### src/core/standby_pkg.sv
// constants, register map and state encoding for the standby and timer-output block
package standby_pkg;
  // clock and derived timing
  localparam int CLK_MHZ = 40;
  localparam int CLK_PERIOD_NS = 25;
  localparam int INSTR_FX_CYCLES = 64;
  localparam int INSTR_FX_CYCLES_SLOW = 128;
  localparam logic [6:0] TICK_LAST_FAST = 7'(INSTR_FX_CYCLES - 1);
  localparam logic [6:0] TICK_LAST_SLOW = 7'(INSTR_FX_CYCLES_SLOW - 1);
  localparam int STOP_WAIT_US = 10;
  localparam int STOP_WAIT_CYC = STOP_WAIT_US * 1000 / CLK_PERIOD_NS;
  localparam logic [11:0] STOP_WAIT_LOAD = 12'(STOP_WAIT_CYC - 1);

  // register byte offsets
  localparam logic [7:0] OFS_CTRL = 8'h00;
  localparam logic [7:0] OFS_TIMER = 8'h04;
  localparam logic [7:0] OFS_CONFIG = 8'h08;
  localparam logic [7:0] OFS_STATUS = 8'h0C;

  // control register fields
  localparam int CTRL_OP_LSB = 0;
  localparam int CTRL_EXEC_BIT = 8;
  localparam int CTRL_FLAGCLR_BIT = 9;
  // config register fields
  localparam int CFG_CARMODE_LSB = 0;
  localparam int CFG_CAROFF_BIT = 2;
  localparam int CFG_DIV_BIT = 3;
  localparam int CFG_S0IN_BIT = 4;
  localparam int CFG_LEDMODE_BIT = 5;
  localparam int CFG_SCANVAL_LSB = 8;
  localparam int CFG_SCANOUT_BIT = 16;
  localparam logic [31:0] CFG_RESET = 32'h0001_FF23;
  localparam int TMR_T9_BIT = 9;

  // operand low bits
  localparam logic [2:0] OPL_STOP_A = 3'h0;
  localparam logic [2:0] OPL_STOP_B = 3'h3;
  localparam logic [2:0] OPL_STOP_K0 = 3'h6;
  localparam logic [2:0] OPL_HALT = 3'h5;

  localparam logic [1:0] RESP_OKAY = 2'h0;
  localparam logic [1:0] RESP_SLVERR = 2'h2;

  typedef enum logic [4:0] {
    ST_RUN = 5'h01,
    ST_PEND = 5'h02,
    ST_STOP = 5'h04,
    ST_WAIT = 5'h08,
    ST_HALT = 5'h10
  } sb_state_t;
endpackage

### src/core/standby_halt_control.sv
// standby sequencer, down timer and infrared output with an AXI4-Lite register slave
`timescale 1ns/1ps
module standby_halt_control import standby_pkg::*; (
  input wire logic aclk,
  input wire logic aresetn,
  input wire logic [7:0] s_axi_awaddr,
  input wire logic s_axi_awvalid,
  output logic s_axi_awready,
  input wire logic [31:0] s_axi_wdata,
  input wire logic [3:0] s_axi_wstrb,
  input wire logic s_axi_wvalid,
  output logic s_axi_wready,
  output logic [1:0] s_axi_bresp,
  output logic s_axi_bvalid,
  input wire logic s_axi_bready,
  input wire logic [7:0] s_axi_araddr,
  input wire logic s_axi_arvalid,
  output logic s_axi_arready,
  output logic [31:0] s_axi_rdata,
  output logic [1:0] s_axi_rresp,
  output logic s_axi_rvalid,
  input wire logic s_axi_rready,
  input wire logic [3:0] key_input_pins,
  output logic [7:0] scan_drive_pins_o,
  output logic [7:0] scan_drive_pins_oe,
  input wire logic sense0_pin,
  input wire logic sense1_indicator_pin_i,
  output logic sense1_indicator_pin_o,
  output logic sense1_indicator_pin_oe,
  output logic ir_drive_pin,
  output logic osc_in_pin,
  output logic osc_out_pin,
  output logic cpu_halt,
  output logic core_reset_pulse,
  output logic wake_pulse
);

  // byte-lane merge of a write into a stored word
  function automatic logic [31:0] wmerge(input logic [31:0] old_v, input logic [31:0] new_v,
                                         input logic [3:0] strb);
    logic [31:0] r;
    r = old_v;
    for (int i = 0; i < 4; i++) begin
      if (strb[i]) begin
        r[i*8 +: 8] = new_v[i*8 +: 8];
      end
    end
    return r;
  endfunction

  // carrier period and high width in clocks, doubled by the divider select
  function automatic logic [8:0] car_len(input logic [1:0] mode, input logic div, input logic hi);
    logic [8:0] base;
    case (mode)
      2'h0: base = hi ? 9'h004 : 9'h008;
      2'h1: base = hi ? 9'h020 : 9'h040;
      2'h2: base = hi ? 9'h030 : 9'h060;
      default: base = hi ? 9'h020 : 9'h060;
    endcase
    return div ? {base[7:0], 1'b0} : base;
  endfunction

  // axi slave state
  logic aw_have_q, w_have_q, awready_q, wready_q, bvalid_q, arready_q, rvalid_q;
  logic [7:0] awaddr_q;
  logic [31:0] wdata_q, rdata_q;
  logic [3:0] wstrb_q;
  logic [1:0] bresp_q, rresp_q;
  logic wr_en;
  // block state
  sb_state_t state_q;
  logic flag_q;
  logic [3:0] op_q;
  logic [11:0] wait_q;
  logic [31:0] cfg_q;
  logic [8:0] count_q;
  logic t9_q, ir_hold_q, car_tail_q;
  logic [6:0] tick_q;
  logic [8:0] car_q;
  logic [3:0] key_m_q, key_s_q;
  logic s0_m_q, s0_s_q, s1_m_q, s1_s_q;
  logic ir_q, led_q, osc_run_q, halt_q, rst_pulse_q, wake_q;

  logic tick, running, key_any, sense_any, cond_now, ctrl_wr, tmr_wr;
  logic exec, legal, pre_ok, is_stop, new_cond, car_high;
  logic [31:0] wmix;

  assign wr_en = aw_have_q && w_have_q && !bvalid_q;
  assign wmix = wmerge(32'h0000_0000, wdata_q, wstrb_q);
  assign ctrl_wr = wr_en && (awaddr_q == OFS_CTRL);
  assign tmr_wr = wr_en && (awaddr_q == OFS_TIMER) && (state_q == ST_RUN);
  assign exec = ctrl_wr && wmix[CTRL_EXEC_BIT] && (state_q == ST_RUN);

  // write address and data taken in either order, one write at a time
  always_ff @(posedge aclk) begin
    if (!aresetn) begin
      aw_have_q <= 1'b0;
      w_have_q <= 1'b0;
      awready_q <= 1'b1;
      wready_q <= 1'b1;
      awaddr_q <= 8'h00;
      wdata_q <= 32'h0000_0000;
      wstrb_q <= 4'h0;
      bvalid_q <= 1'b0;
      bresp_q <= RESP_OKAY;
    end else begin
      if (s_axi_awvalid && awready_q) begin
        aw_have_q <= 1'b1;
        awready_q <= 1'b0;
        awaddr_q <= s_axi_awaddr;
      end
      if (s_axi_wvalid && wready_q) begin
        w_have_q <= 1'b1;
        wready_q <= 1'b0;
        wdata_q <= s_axi_wdata;
        wstrb_q <= s_axi_wstrb;
      end
      if (wr_en) begin
        bvalid_q <= 1'b1;
        bresp_q <= (awaddr_q[1:0] == 2'h0 && awaddr_q <= OFS_STATUS) ? RESP_OKAY : RESP_SLVERR;
      end
      if (bvalid_q && s_axi_bready) begin
        bvalid_q <= 1'b0;
        aw_have_q <= 1'b0;
        w_have_q <= 1'b0;
        awready_q <= 1'b1;
        wready_q <= 1'b1;
      end
    end
  end

  // reads answer one cycle after the address is taken
  always_ff @(posedge aclk) begin
    if (!aresetn) begin
      arready_q <= 1'b1;
      rvalid_q <= 1'b0;
      rdata_q <= 32'h0000_0000;
      rresp_q <= RESP_OKAY;
    end else if (s_axi_arvalid && arready_q) begin
      arready_q <= 1'b0;
      rvalid_q <= 1'b1;
      rresp_q <= RESP_OKAY;
      case (s_axi_araddr)
        OFS_CTRL: rdata_q <= {28'h0000000, op_q};
        OFS_TIMER: rdata_q <= {22'h000000, t9_q, count_q};
        OFS_CONFIG: rdata_q <= cfg_q;
        OFS_STATUS: rdata_q <= {20'h00000, key_s_q, s1_s_q, s0_s_q, state_q, flag_q};
        default: begin
          rdata_q <= 32'h0000_0000;
          rresp_q <= RESP_SLVERR;
        end
      endcase
    end else if (rvalid_q && s_axi_rready) begin
      rvalid_q <= 1'b0;
      arready_q <= 1'b1;
    end
  end

  // pin inputs pass two flops before anything reads them
  always_ff @(posedge aclk) begin
    if (!aresetn) begin
      key_m_q <= 4'h0;
      key_s_q <= 4'h0;
      s0_m_q <= 1'b0;
      s0_s_q <= 1'b0;
      s1_m_q <= 1'b0;
      s1_s_q <= 1'b0;
    end else begin
      key_m_q <= key_input_pins;
      key_s_q <= key_m_q;
      s0_m_q <= sense0_pin;
      s0_s_q <= s0_m_q;
      s1_m_q <= sense1_indicator_pin_i;
      s1_s_q <= s1_m_q;
    end
  end

  // port and carrier configuration, kept as is through standby
  always_ff @(posedge aclk) begin
    if (!aresetn) begin
      cfg_q <= CFG_RESET;
    end else if (wr_en && awaddr_q == OFS_CONFIG && state_q == ST_RUN) begin
      cfg_q <= wmerge(cfg_q, wdata_q, wstrb_q) & 32'h0001_FF3F;
    end
  end

  // release condition and setup precondition decode
  assign key_any = |key_s_q;
  assign sense_any = (s0_s_q && cfg_q[CFG_S0IN_BIT]) || (s1_s_q && !cfg_q[CFG_LEDMODE_BIT]);
  assign running = (count_q != 9'h000);
  always_comb begin
    logic [3:0] op;
    op = wmix[CTRL_OP_LSB +: 4];
    is_stop = (op[2:0] != OPL_HALT);
    legal = 1'b1;
    pre_ok = 1'b1;
    case (op[2:0])
      OPL_STOP_A, OPL_STOP_B: pre_ok = cfg_q[CFG_SCANOUT_BIT] &&
                                        (cfg_q[CFG_SCANVAL_LSB +: 8] == 8'hFF);
      OPL_STOP_K0: pre_ok = cfg_q[CFG_SCANOUT_BIT] && cfg_q[CFG_SCANVAL_LSB];
      OPL_HALT: pre_ok = 1'b1;
      default: legal = 1'b0;
    endcase
    // condition for the operand being executed now
    new_cond = is_stop ? (key_any || (op[3] && sense_any)) : !running;
  end
  // condition for the operand already held in standby
  assign cond_now = (op_q[2:0] == OPL_HALT) ? !running
                    : (key_any || (op_q[3] && sense_any));

  // standby sequencer and gate flag
  always_ff @(posedge aclk) begin
    if (!aresetn) begin
      state_q <= ST_RUN;
      flag_q <= 1'b0;
      op_q <= 4'h0;
      wait_q <= 12'h000;
      rst_pulse_q <= 1'b0;
      wake_q <= 1'b0;
    end else begin
      rst_pulse_q <= 1'b0;
      wake_q <= 1'b0;
      if (ctrl_wr && wmix[CTRL_FLAGCLR_BIT]) begin
        flag_q <= 1'b0;
      end
      case (state_q)
        ST_RUN: begin
          if (exec) begin
            op_q <= wmix[CTRL_OP_LSB +: 4];
            if (!legal || !pre_ok) begin
              rst_pulse_q <= 1'b1;
              flag_q <= 1'b0;
            end else if (flag_q) begin
              flag_q <= new_cond;
            end else if (new_cond) begin
              flag_q <= 1'b1;
            end else if (!is_stop) begin
              state_q <= ST_HALT;
            end else if (running || t9_q) begin
              state_q <= ST_PEND;
            end else begin
              state_q <= ST_STOP;
            end
          end
        end
        ST_PEND: begin
          if (!running && !t9_q) begin
            state_q <= ST_STOP;
          end
        end
        ST_STOP: begin
          if (cond_now) begin
            state_q <= ST_WAIT;
            wait_q <= STOP_WAIT_LOAD;
          end
        end
        ST_WAIT: begin
          if (wait_q != 12'h000) begin
            wait_q <= wait_q - 12'h001;
          end else if (cond_now) begin
            state_q <= ST_RUN;
            flag_q <= 1'b1;
            wake_q <= 1'b1;
          end else begin
            state_q <= ST_STOP;
          end
        end
        ST_HALT: begin
          if (!running) begin
            state_q <= ST_RUN;
            flag_q <= 1'b1;
            wake_q <= 1'b1;
          end
        end
        default: state_q <= ST_RUN;
      endcase
    end
  end

  // instruction-cycle tick, 64 or 128 clocks, held at zero while the oscillator is off
  assign tick = (tick_q == (cfg_q[CFG_DIV_BIT] ? TICK_LAST_SLOW : TICK_LAST_FAST));
  always_ff @(posedge aclk) begin
    if (!aresetn || state_q == ST_STOP) begin
      tick_q <= 7'h00;
    end else begin
      tick_q <= tick ? 7'h00 : tick_q + 7'h01;
    end
  end

  // down counter and output enable; software writes only while the cpu runs
  always_ff @(posedge aclk) begin
    if (!aresetn) begin
      count_q <= 9'h000;
      t9_q <= 1'b0;
      ir_hold_q <= 1'b0;
    end else if (rst_pulse_q || state_q == ST_STOP) begin
      count_q <= 9'h000;
      t9_q <= 1'b0;
      ir_hold_q <= 1'b0;
    end else if (tmr_wr) begin
      count_q <= wmix[8:0];
      t9_q <= wmix[TMR_T9_BIT];
      ir_hold_q <= wmix[TMR_T9_BIT] && (wmix[8:0] == 9'h000);
    end else begin
      if (running && tick) begin
        count_q <= count_q - 9'h001;
      end
      // a stalled stop request would never see the enable fall otherwise
      if (state_q == ST_PEND && !running) begin
        t9_q <= 1'b0;
      end
    end
  end

  // free carrier counter; starting mid-period only shortens the first high phase
  assign car_high = (car_q < car_len(cfg_q[CFG_CARMODE_LSB +: 2], cfg_q[CFG_DIV_BIT], 1'b1));
  always_ff @(posedge aclk) begin
    if (!aresetn || state_q == ST_STOP) begin
      car_q <= 9'h000;
    end else if (car_q >= car_len(cfg_q[CFG_CARMODE_LSB +: 2], cfg_q[CFG_DIV_BIT], 1'b0) - 9'h001)
    begin
      car_q <= 9'h000;
    end else begin
      car_q <= car_q + 9'h001;
    end
  end

  // infrared and indicator outputs, carrier finishes its high phase after the count ends except in a pending stop
  always_ff @(posedge aclk) begin
    if (!aresetn) begin
      car_tail_q <= 1'b0;
      ir_q <= 1'b0;
      led_q <= 1'b1;
    end else begin
      car_tail_q <= running || (car_tail_q && car_high);
      ir_q <= ir_hold_q || (t9_q && (running || car_tail_q) &&
                            (cfg_q[CFG_CAROFF_BIT] || car_high));
      led_q <= !(t9_q && running);
    end
  end

  // oscillator pins and cpu hold
  always_ff @(posedge aclk) begin
    if (!aresetn) begin
      osc_run_q <= 1'b1;
      halt_q <= 1'b0;
    end else begin
      osc_run_q <= (state_q != ST_STOP);
      halt_q <= (state_q != ST_RUN);
    end
  end

  assign s_axi_awready = awready_q;
  assign s_axi_wready = wready_q;
  assign s_axi_bvalid = bvalid_q;
  assign s_axi_bresp = bresp_q;
  assign s_axi_arready = arready_q;
  assign s_axi_rvalid = rvalid_q;
  assign s_axi_rdata = rdata_q;
  assign s_axi_rresp = rresp_q;
  assign scan_drive_pins_o = cfg_q[CFG_SCANVAL_LSB +: 8];
  assign scan_drive_pins_oe = {8{cfg_q[CFG_SCANOUT_BIT]}};
  assign sense1_indicator_pin_o = led_q;
  assign sense1_indicator_pin_oe = cfg_q[CFG_LEDMODE_BIT];
  assign ir_drive_pin = ir_q;
  assign osc_in_pin = osc_run_q;
  assign osc_out_pin = osc_run_q;
  assign cpu_halt = halt_q;
  assign core_reset_pulse = rst_pulse_q;
  assign wake_pulse = wake_q;

  // checks
  chk_stop_osc_low: assert property (@(posedge aclk) disable iff (!aresetn)
    state_q == ST_STOP |=> !osc_in_pin && !osc_out_pin)
    else $error("oscillator pins not low in stop");
  chk_stop_count_zero: assert property (@(posedge aclk) disable iff (!aresetn)
    state_q == ST_STOP |-> count_q == 9'h000 && !t9_q)
    else $error("timer not cleared in stop");
  chk_wake_sets_flag: assert property (@(posedge aclk) disable iff (!aresetn)
    $rose(wake_pulse) |-> flag_q && state_q == ST_RUN)
    else $error("release without gate flag");
  chk_blocked_no_entry: assert property (@(posedge aclk) disable iff (!aresetn)
    exec && legal && pre_ok && (flag_q || new_cond)
    |=> state_q == ST_RUN && flag_q == $past(new_cond))
    else $error("standby entered with gate flag set");
  chk_bad_op_reset: assert property (@(posedge aclk) disable iff (!aresetn)
    exec && !(legal && pre_ok) |=> core_reset_pulse && state_q == ST_RUN)
    else $error("no internal reset on bad operand");
  chk_pend_holds: assert property (@(posedge aclk) disable iff (!aresetn)
    state_q == ST_PEND && running |=> state_q != ST_STOP)
    else $error("stop entered with timer running");
  chk_halt_release: assert property (@(posedge aclk) disable iff (!aresetn)
    state_q == ST_HALT && !running |=> state_q == ST_RUN ##1 wake_pulse == 1'b0)
    else $error("halt not released at zero count");
  chk_tick_decrement: assert property (@(posedge aclk) disable iff (!aresetn)
    running && !tick && !tmr_wr && !rst_pulse_q |=> count_q == $past(count_q))
    else $error("counter moved off tick");
  chk_wait_lapse: assert property (@(posedge aclk) disable iff (!aresetn)
    state_q == ST_WAIT && wait_q == 12'h000 && !cond_now |=> state_q == ST_STOP)
    else $error("no return to stop after lapsed release");
  chk_static_high: assert property (@(posedge aclk) disable iff (!aresetn)
    ir_hold_q |=> ir_drive_pin)
    else $error("infrared not high on static write");
  cov_stop_entry: cover property (@(posedge aclk) disable iff (!aresetn)
    state_q == ST_RUN ##1 state_q == ST_STOP);
  cov_stop_wake: cover property (@(posedge aclk) disable iff (!aresetn)
    state_q == ST_WAIT ##1 state_q == ST_RUN);
  cov_halt_wake: cover property (@(posedge aclk) disable iff (!aresetn)
    state_q == ST_HALT ##1 state_q == ST_RUN);
  cov_reenter: cover property (@(posedge aclk) disable iff (!aresetn)
    state_q == ST_WAIT ##1 state_q == ST_STOP);
endmodule

### config.mk
export PLATFORM = sky130hd
export DESIGN_NAME = standby_halt_control
export DESIGN_NICKNAME = d
export VERILOG_FILES = /design/src/core/standby_pkg.sv /design/src/core/standby_halt_control.sv
export SDC_FILE = /design/constraint.sdc
export NUM_CORES = 1
export LEC_CHECK = 0
export BUFFER_PORTS_ARGS = -buffer_cell sky130_fd_sc_hd__buf_4
export CORE_ASPECT_RATIO = 0.75
export CORE_UTILIZATION = 60
export CTS_CLUSTER_SIZE = 40
export DETAILED_ROUTE_END_ITERATION = 8
export PLACE_DENSITY = 0.86
export SLEW_MARGIN = 25
export SYNTH_ARGS = -nofsm -noshare
export SYNTH_HDL_FRONTEND = slang
export SYNTH_SLANG_ARGS = --single-unit
### constraint.sdc
create_clock -name aclk -period 4.6 [get_ports aclk]
set_input_delay 0.69 -clock aclk [delete_from_list [all_inputs] [get_ports aclk]]
set_output_delay 0.69 -clock aclk [all_outputs]
set_load 0.02 [all_outputs]
==> results by group, run 1 <==
Setup path
  – Worst endpoint data arrival time: 2.82 ns
  – Nature of the critical path startpoint: register
  – Slowest cell on the critical path: a2111oi_4
  – Beginning of the critical path: state_q[0]$_SDFFE_PN1P_
  – R2r startpoint: state_q[0]$_SDFFE_PN1P_
  – Worst Path Max Fanout: 15
  – CP required: just under 5 ns
  – Worst path max stage delay: 0.52 ns
  – Setup Crit Path Kind: register to register
  – Crit end category: register
  – Cells along the critical path: nor3_1, and3b_1, nand2_1, a2111oi_4, mux2i_1

STA
  – Hold WS: 0.4326 ns
  – Fmax: approximately 400 MHz
  – Worst slew pin tran: 0.7579 ns
  – Clk_skew: roughly 0.01 ns
  – # setup viols final: 0
  – Hold Fails Final Rpt: 0
  – Slew HR: 49.35%
  – RSZ-0062 raised after global routing: no
  – Fin crit share: 53.90%
  – Final TNS setup: 0 ns
  – Setup ws final: between 2 and 2.5 ns
  – Min Tclk post-route: 2.479 ns
  – Final Slew Violations: 0

Detailed routing
  – Routed WL: between 15 and 20 mm
  – Vias: 5799
  – Iteration-0 DRC Markers: 553
  – Routed Antenna Nets: 0
  – Drt wl/cell: between 15 and 20 µm
  – Vias per cell: 6.072
  – Pre-antenna DRT Iters: 7
  – # DRC: 0

Job
  – # Max-Cap Violations: 0

Clocking
  – Max clock buf depth: 2
  – PostCTS Resize Cnt: 0
  – Post-cts hold buffer count: 0
  – CTS HTree Levels: 4
  – CTS tree: built
  – Clock root buffer: clkbuf_16
  – Worst-Skew Late Latency: 0.42 ns
  – Number of clock sinks: 137
  – Num CTS Buffers: 17
  – CTS clock-pin slew for the worst setup and hold paths: 0.06 ns
  – Post-CTS setup buffer count: 0

Layout
  – Diode count: 0
  – Layout area overhead: 18.24%
  – Final Instance Area: 7853 µm²
  – Layout cells sized above 1: 18.56%
  – Filler Cell Count: approximately 750
  – Final net count: 886

Yosys
  – Mapped Cells: 748
  – Avg Inst Size Synth: between 8 and 9 µm²
  – Mapped Area: 6641 µm²
  – Netlist cell types: 65
  – Synth Flop Type: dfxtp_1
  – Post-synthesis sequential area ratio: between 40 and 50%
  – EDFF count, synth: 0
  – Yosys warning count: 0
  – Async set-reset flop share out of synthesis: 0%
  – Synth Register Bits: approximately 140

Global routing
  – Congestion Overflow GR: 0
  – Largest net degree at the start of global routing: 88
  – Overall routing resource usage: between 30% and 40%
  – Global-route wire length before repair: between 20 and 30 mm
  – Initial antenna violation count: 0
  – Vias in the first global route: 5589

Pwr
  – Peak VDD IR: 0.2450 mV
  – Pleak: 3.354 nW
  – PD cells: 374.7 nW/µm²

Place
  – IO buf count: 96
  – Area post-placement: 7194 µm²
  – RePlAce Congestion: about 0.90
  – Pre-CTS setup slack: 2.178 ns
  – Detail Placement HPWL: 11.95 mm

Floorplan
  – Initial core utilization: 63.07%
  – Vert. Die Dim: 93.12 µm
  – Rows: 32
  – Die X: between 100 and 150 µm
  – IO Pins: 130
  – Core box area: 10530 µm²
  – Die area: 11500 µm²

Min path
  – Worst min path class: register to register
  – HP Start: key_m_q[3]$_SDFF_PN0_

Status
  – Status: finished, final reports clean
==> layout make-up <==
class | count | area [µm²] | share of cell area [%]
multi-input cells | 540 | 3505 | 44.63
flip-flops and latches | 137 | 2743 | 34.93
repair buffers | 97 | 728.2 | 9.273
clock buffers | 18 | 439.2 | 5.593
clock inverters | 14 | 219.0 | 2.788
well taps | 136 | 170.2 | 2.167
inverters | 13 | 48.80 | 0.6214
==> metal layers <==
| metal | part of all wire [%] | wire length (µm) | GRT usage [%] |
|---|---|---|---|
| met3 | 10 | 1755 | 9.939 |
| met2 | 44 | 7473 | 48.74 |
| met4 | 1.7 | 279 | 11.14 |
| met1 | 44 | 7362 | 40.00 |
| met5 | 0 | 0 | 0 |
==> worst max-delay path: cells and delay by family (launching register included) <==
kind | cells | cell delay [ns]
AO/OA/AOI/OAI | 1 | 0.52
multiplexers | 1 | 0.24
AND/OR/NAND/NOR | 3 | 1.24
flip-flops | 1 | 0.41
==> flip-flops by register name (all words and copies together), names as in the netlist, 3 cells and up <==
| register | cells |
|---|---|
| state_q | 5 |
| op_q | 4 |
| s_axi_rdata | 17 |
| wstrb_q | 3 |
| wdata_q | 17 |
| cfg_q | 15 |
| key_m_q | 4 |
| wait_q | 12 |
| count_q | 9 |
| key_s_q | 4 |
| tick_q | 7 |
| car_q | 9 |
| awaddr_q | 8 |
==> cell usage in the layout (no fill, tap or decap), types with 4 or more instances in the layout <==
| cell | n |
|---|---|
| a211oi_1 | 7 |
| a21oi_1 | 32 |
| o21ai_0 | 15 |
| dfxtp_1 | 137 |
| nor2b_1 | 25 |
| conb_1 | 18 |
| clkbuf_16 | 17 |
| or2_2 | 5 |
| nand2_1 | 99 |
| a22o_1 | 5 |
| mux2_2 | 5 |
| buf_4 | 97 |
| mux2i_1 | 28 |
| and3_1 | 11 |
| xnor2_1 | 9 |
| nand4b_1 | 4 |
| a31oi_1 | 5 |
| a22oi_1 | 15 |
| nand3b_1 | 8 |
| nor2_1 | 36 |
| inv_1 | 13 |
| nand3_1 | 31 |
| nor4_1 | 10 |
| nand4_1 | 16 |
| nor3_1 | 17 |
| bufinv_16 | 5 |
| xor2_1 | 14 |
| ha_1 | 15 |
| a21boi_0 | 26 |
| and2_1 | 24 |
==> cell usage after synthesis, drive strengths merged, types with 13 or more instances <==
library cell	instances	area [µm²]
mux2i	28	280.3
a21boi	26	195.2
a21oi	32	160.2
o21ai	16	80.07
and2	25	157.6
a22oi	15	112.6
nor3	17	85.08
dfxtp	137	2743
nor2	36	135.1
nand2	99	371.6
buf	37	266.5
nand3	31	155.2
inv	13	48.80
ha	15	187.7
nor2b	25	156.4
nand4	16	100.1
xor2	14	122.6
clkbuf	37	138.9
==> cell families (layout without fill, tap and decap cells) <==
logic type / count (synthesis) / after routing / synth area share [%]
multiplexers: 37 / 37 / 6.481
AND/OR/NAND/NOR: 307 / 307 / 24.02
other: 2 / 18 / 0.1131
flip-flops: 137 / 137 / 41.30
adder cells (fa/ha/maj): 15 / 15 / 2.826
AO/OA/AOI/OAI: 140 / 140 / 15.39
XOR/XNOR: 23 / 23 / 3.033
buffers and inverters: 87 / 142 / 6.839
==> worst paths after layout <==
check / to / slack, ns / depth (start not counted)
max: wait_q[4]$_SDFFE_PN0P_ / 2.12 / 5
min: key_s_q[3]$_SDFF_PN0_ / 0.43 / 1
max reg2reg: wait_q[4]$_SDFFE_PN0P_ / 2.12 / 5
min reg2reg: key_s_q[3]$_SDFF_PN0_ / 0.43 / 1
==> through the flow <==
| step | total power, W | std cells | util [%] |
|---|---|---|---|
| floorplan | 0.001396 | 764 | - |
| global placement | 0.001447 | 923 | 68.32 |
| detailed placement | 0.001456 | 923 | 68.32 |
| CTS | 0.002945 | 955 | 74.57 |
| global route | 0.003026 | 955 | 74.57 |
| finish | 0.002942 | 955 | 74.57 |
==> report_power, final <==
group	internal (W)	total (W)	switching (W)
clock network	0.000980	0.00151	0.000527
registers	0.00122	0.00125	0.0000309
logic	0.0000784	0.000186	0.000107
No activity file was read; power rests on OpenSTA's default activity.
==> inputs of run 2 (changes only) <==
Settings changed: CORE_UTILIZATION 60 to 55, PLACE_DENSITY 0.86 to 0.8.
Clock period 4.6 ns to 2.58 ns, I/O delays scaled along.
==> run 2 against run 1 <==
  * Die area increased by 8.9%
  * Clock-buffer cell count grew 4
  * First-iteration DRC count down 18%
  * Critical path depth unchanged
  * Non-clock buffer count up 7
  * Sequential share of layout area grew 0.12 points
  * Combinational power up 78%
==> results by group, run 2 (synthesis gave the netlist of run 1 again) <==
Status
  – Status: finished, final reports clean

Pwr
  – PD cells: 618.1 nW/µm² (+65%)
  – Total power after layout: 0.004838 W (+64%)
  – Peak VDD IR: 0.4807 mV (+96%)
  – Pleak: 3.345 nW (-0.29%)

STA
  – Min Tclk post-route: 2.297 ns (-0.1825 ns)
  – RSZ-0062 raised after global routing: no
  – Clk_skew: 0.008782 ns (-0.001220 ns)
  – Worst slew pin tran: 0.8098 ns (+0.05188 ns)
  – Fmax: 435.4 MHz (+7.9%)
  – Final Slew Violations: 0 (unchanged)
  – Hold Fails Final Rpt: 0 (unchanged)
  – Slew HR: 45.88% (-3.5 points)
  – Final TNS setup: 0 ns (unchanged)
  – Fin crit share: 89.03% (+35 points)
  – # setup viols final: 0 (unchanged)
  – Setup ws final: 0.2830 ns (-1.838 ns)
  – Hold WS: 0.1747 ns (-0.2579 ns)

Floorplan
  – Core box area: 11700 µm² (+11%)
  – Initial core utilization: 56.77% (-6.3 points)
  – Die area: 12520 µm² (+8.9%)
  – Rows: 34 (+6.3%)
  – Die X: 128.9 µm (+4.4%)
  – IO Pins: 130 (unchanged)
  – Vert. Die Dim: 97.17 µm (+4.3%)

Setup path
  – Slowest cell on the critical path: nor4_1
  – CP required: 2.85 ns (-2.09 ns)
  – Setup Crit Path Kind: register to register
  – Top delay family on crit path: simple AND/OR/NAND/NOR gates
  – Worst path max stage delay: 0.57 ns (+0.05 ns)
  – Nature of the critical path startpoint: register
  – Worst Path Max Fanout: 8 (-7)
  – CP Buf/Inv Count: 0 (unchanged)
  – Worst endpoint data arrival time: 2.57 ns (-0.25 ns)
  – Cells along the critical path: nor4_1, and3_1, nand3_1, a21oi_1, a211oi_1
  – Crit end category: register

Min path
  – Worst min path class: primary input to register

Job
  – # Max-Cap Violations: 0 (unchanged)

Layout
  – Layout cells sized above 1: 18.81% (+0.25 points)
  – Most frequent cells in the layout: dfxtp_1, buf_4, nand2_1
  – Commonest non-fill, non-tap cell in the layout: dfxtp_1
  – Final Instance Area: 7826 µm² (-0.33%)
  – Layout area overhead: 17.84%
  – Final net count: 893 (+0.79%)
  – Diode count: 0 (unchanged)

Global routing
  – Global-route wire length before repair: 26.97 mm (-0.91%)
  – Initial antenna violation count: 0 (unchanged)
  – Congestion Overflow GR: 0 (unchanged)
  – Overall routing resource usage: 27.62% (-3.5 points)
  – Largest net degree at the start of global routing: 47 (-47%)
  – Vias in the first global route: 5278 (-5.6%)

Detailed routing
  – Pre-antenna DRT Iters: 5 (-2)
  – Iteration-0 DRC Markers: 451 (-18%)
  – Vias: 5696 (-1.8%)
  – Routed WL: 16.70 mm (-1.0%)
  – Vias per cell: 5.777 (-4.9%)
  – Drt wl/cell: 16.94 µm (-4.1%)
  – Routed Antenna Nets: 0 (unchanged)
  – # DRC: 0 (unchanged)

Clocking
  – Max clock buf depth: 2 (unchanged)
  – PostCTS Resize Cnt: 0 (unchanged)
  – CTS HTree Levels: 4 (unchanged)
  – Post-CTS setup buffer count: 0 (unchanged)
  – Num CTS Buffers: 17 (unchanged)
  – CTS clock-pin slew for the worst setup and hold paths: 0.06 ns (about the same)
  – CTS tree: built
  – Number of clock sinks: 137 (unchanged)
  – Post-cts hold buffer count: 0 (unchanged)
  – Clock root buffer: clkbuf_16
  – Worst-Skew Late Latency: 0.42 ns (about the same)

Place
  – Pre-CTS setup slack: 0.3803 ns (-1.798 ns)
  – Area post-placement: 7279 µm² (+1.2%)
  – IO buf count: 96 (unchanged)
  – Detail Placement HPWL: 11.85 mm (-0.84%)
  – RePlAce Congestion: 0.9437 (+4.3%)
[run 2: cell types whose count changed in the layout (fill, tap and decap cells not counted)]
cell / change
buf_4: +7
bufinv_16: -4
clkinv_2: +3
inv_6: -3
clkbuf_1: +2
clkbuf_8: +2
clkinvlp_4: -2
[run 2: final timing paths]
kind / startpoint / end / cells after the start / slack [ns]
hold / removal: s_axi_wvalid / s_axi_wready$_SDFFE_PP1P_ / 2 / 0.17
setup reg to reg: awaddr_q[0]$_SDFFE_PN0P_ / count_q[6]$_SDFFE_PP0P_ / 5 / 0.28
hold reg to reg: tick_q[0]$_SDFF_PP0_ / tick_q[0]$_SDFF_PP0_ / 1 / 0.44
setup / recovery: awaddr_q[0]$_SDFFE_PN0P_ / count_q[6]$_SDFFE_PP0P_ / 5 / 0.28
[run 2: power by group]
| part | switching [W] | internal (W) |
|---|---|---|
| combinational | 0.000190 | 0.000141 |
| sequential | 0.0000538 | 0.00217 |
| clock | 0.000896 | 0.00138 |
[run 2: final cells by class]
class | instances | area, µm²
multi-input combinational | 540 | 3505
tap | 162 | 202.7
timing repair buffer | 104 | 780.7
fill | 910 | 3872
clock buffer | 22 | 474.2
sequential | 137 | 2743
inverter | 13 | 48.80
clock inverter | 8 | 72.57
[run 2: through the flow]
step                util (%)  cells
finish                 66.90    986
global route           66.90    986
global placement       62.22    956
detailed placement     62.22    956
CTS                    66.90    986
floorplan                  -    764
[run 2: layer usage]
metal	vias to the layer above	track usage [%]	share of wire [%]
li1	2738	-	-
met1	2682	37.96	46
met2	244	41.04	43
met3	32	8.095	8.7
met4	0	9.683	1.5
met5	-	0	0
==> inputs of run 3 (changes only) <==
Clock period 2.58 ns to 2.15 ns, I/O delays scaled along.
==> run 3 against run 2 <==
  * Cell count increased by 2.6%
  * Sequential share of layout area is 1.2 points lower
  * Combinational power increased by 25%
  * Flip-flop and latch count unchanged
  * Die area did not move
  * Core utilization increased by 2.5 points
  * Critical endpoint is now wait_q[10]$_SDFFE_PN0P_
==> results by group, run 3 (synthesis gave the netlist of run 1 again) <==
Setup path
  – Worst path max stage delay: 0.58 ns (about the same)
  – Slowest cell on the critical path: or4_4
  – CP required: 2.49 ns (-0.36 ns)
  – Worst reg2reg setup slack: 0.06 ns (-0.22 ns)
  – Cells along the critical path: or4_4, nor4_4, o221ai_4, a2111oi_4, mux2i_1
  – Worst endpoint data arrival time: 2.43 ns (-0.14 ns)
  – R2R depth: 5 (unchanged)
  – Crit end category: register
  – CP Buf/Inv Count: 0 (unchanged)
  – Top delay family on crit path: simple AND/OR/NAND/NOR gates
  – Worst Path Max Fanout: 9 (+1)
  – R2r startpoint: count_q[2]$_SDFFE_PP0P_
  – Setup Crit Path Kind: register to register
  – Nature of the critical path startpoint: register
  – Crit Reg-Reg Endpoint: wait_q[10]$_SDFFE_PN0P_

Global routing
  – Global-route wire length before repair: 28.13 mm (+4.3%)
  – Vias in the first global route: 5616 (+6.4%)
  – Congestion Overflow GR: 0 (unchanged)
  – Largest net degree at the start of global routing: 39 (-17%)
  – Initial antenna violation count: 0 (unchanged)
  – Overall routing resource usage: 28.81% (+1.2 points)

STA
  – Fmax: 478.0 MHz (+9.8%)
  – RSZ-0062 raised after global routing: yes
  – Hold Fails Final Rpt: 0 (unchanged)
  – # setup viols final: 0 (unchanged)
  – Final Slew Violations: 0 (unchanged)
  – Worst slew pin tran: 0.7869 ns (-0.02293 ns)
  – Fin crit share: 97.30% (+8.3 points)
  – Min Tclk post-route: 2.092 ns (-0.2051 ns)
  – Final TNS setup: 0 ns (unchanged)
  – Slew HR: 47.41% (+1.5 points)
  – Clk_skew: 0.009732 ns (+0.0009502 ns)

Floorplan
  – Initial core utilization: 56.77% (unchanged)
  – Die X: 128.9 µm (unchanged)
  – Core box area: 11700 µm² (unchanged)
  – Vert. Die Dim: 97.17 µm (unchanged)
  – Die area: 12520 µm² (unchanged)
  – Rows: 34 (unchanged)
  – IO Pins: 130 (unchanged)

Place
  – RePlAce Congestion: 0.9184 (-2.7%)
  – Detail Placement HPWL: 12.48 mm (+5.3%)
  – IO buf count: 96 (unchanged)
  – Placed cell count: 978 (+2.3%)

Clocking
  – CTS HTree Levels: 4 (unchanged)
  – CTS tree: built
  – Worst-Skew Late Latency: 0.41 ns (about the same)
  – Number of clock sinks: 137 (unchanged)
  – Post-cts hold buffer count: 0 (unchanged)
  – Clock root buffer: clkbuf_16
  – CTS clock-pin slew for the worst setup and hold paths: 0.06 ns (about the same)
  – Num CTS Buffers: 17 (unchanged)
  – Max clock buf depth: 2 (unchanged)

Detailed routing
  – Vias: 5910 (+3.8%)
  – Drt wl/cell: 17.16 µm (+1.3%)
  – Iteration-0 DRC Markers: 565 (+25%)
  – Vias per cell: 5.840 (+1.1%)
  – # DRC: 0 (unchanged)
  – Routed Antenna Nets: 0 (unchanged)
  – Routed WL: 17.37 mm (+4.0%)
  – Pre-antenna DRT Iters: 7 (+2)

Layout
  – Diode count: 0 (unchanged)
  – Final net count: 917 (+2.7%)
  – Filler Cell Count: 919 (+0.99%)
  – Area of the multi-input gates: 3518 µm² (+0.39%)
  – Cell Count, Final, Fillers Out: 1012 (+2.6%)
  – Layout area overhead: 22.17%
  – Commonest non-fill, non-tap cell in the layout: dfxtp_1
  – Most frequent cells in the layout: dfxtp_1, buf_4, nand2_1
  – FF+latch area: 2743 µm² (unchanged)
  – Layout cells sized above 1: 21.65% (+2.8 points)

Min path
  – Hold Path Sink: s_axi_wready$_SDFFE_PP1P_
  – Worst min path class: primary input to register
  – Hold Path Cell Cnt: 2 (unchanged)
  – HP Start: s_axi_wvalid

Job
  – # Max-Cap Violations: 0 (unchanged)

Status
  – Status: finished, final reports clean

Pwr
  – Total power after layout: 0.006238 W (+29%)
  – Peak VDD IR: 0.6419 mV (+34%)
  – Pleak: 3.493 nW (+4.4%)
  – PD cells: 768.7 nW/µm² (+24%)
[run 3: final cells by class]
class | count | share of cell area [%]
clock buffers | 22 | 5.844
clock inverters | 10 | 2.051
inverters | 13 | 0.6014
multi-input cells | 540 | 43.36
flip-flops and latches | 137 | 33.80
well taps | 162 | 2.498
repair buffers | 128 | 11.84
[run 3: timing repair]
item                                    in CTS  in global routing
endpoints found under the setup margin       0                  6
setup buffers                                0                  2
gates resized for setup                      0                  3
[run 3: how the worst max path moves through the flow]
stage	start	end	cells after the start
6_report	count_q[2]$_SDFFE_PP0P_	wait_q[10]$_SDFFE_PN0P_	5
5_1_grt	count_q[2]$_SDFFE_PP0P_	wait_q[10]$_SDFFE_PN0P_	5
4_1_cts	count_q[2]$_SDFFE_PP0P_	wait_q[10]$_SDFFE_PN0P_	5
3_5_place_dp	count_q[2]$_SDFFE_PP0P_	state_q[1]$_SDFFE_PN0P_	6
3_3_place_gp	count_q[2]$_SDFFE_PP0P_	wait_q[4]$_SDFFE_PN0P_	5
2_1_floorplan	count_q[2]$_SDFFE_PP0P_	wait_q[10]$_SDFFE_PN0P_	5
[run 3: metal layers]
metal	wire length (µm)	track usage, %	vias to the layer above
met3	1478	8.040	31
li1	-	-	2785
met4	251	9.231	0
met5	0	0	-
met1	7997	38.55	2834
met2	7642	44.78	260
[run 3: where the power goes]
group          leakage (nW)  internal [W]  total, W  switching, W
registers              1.11       0.00261   0.00267     0.0000611
logic                  2.07      0.000178  0.000415      0.000236
clock network         0.307       0.00204   0.00316       0.00112
total                  3.49       0.00482   0.00624       0.00141
[run 3: through the flow]
step	setup slack (ns)	util [%]	hold slack, ns	cell area, µm²
6_report	0.05808	69.36	0.1062	8114
5_1_grt	-0.03854	69.36	0.1069	8114
4_1_cts	0.02516	69.11	0.09983	8085
3_5_place_dp	0.04377	63.64	0.4260	7445
3_3_place_gp	0.07725	63.64	0.4213	7445
2_1_floorplan	0.1702	-	0.4109	6701
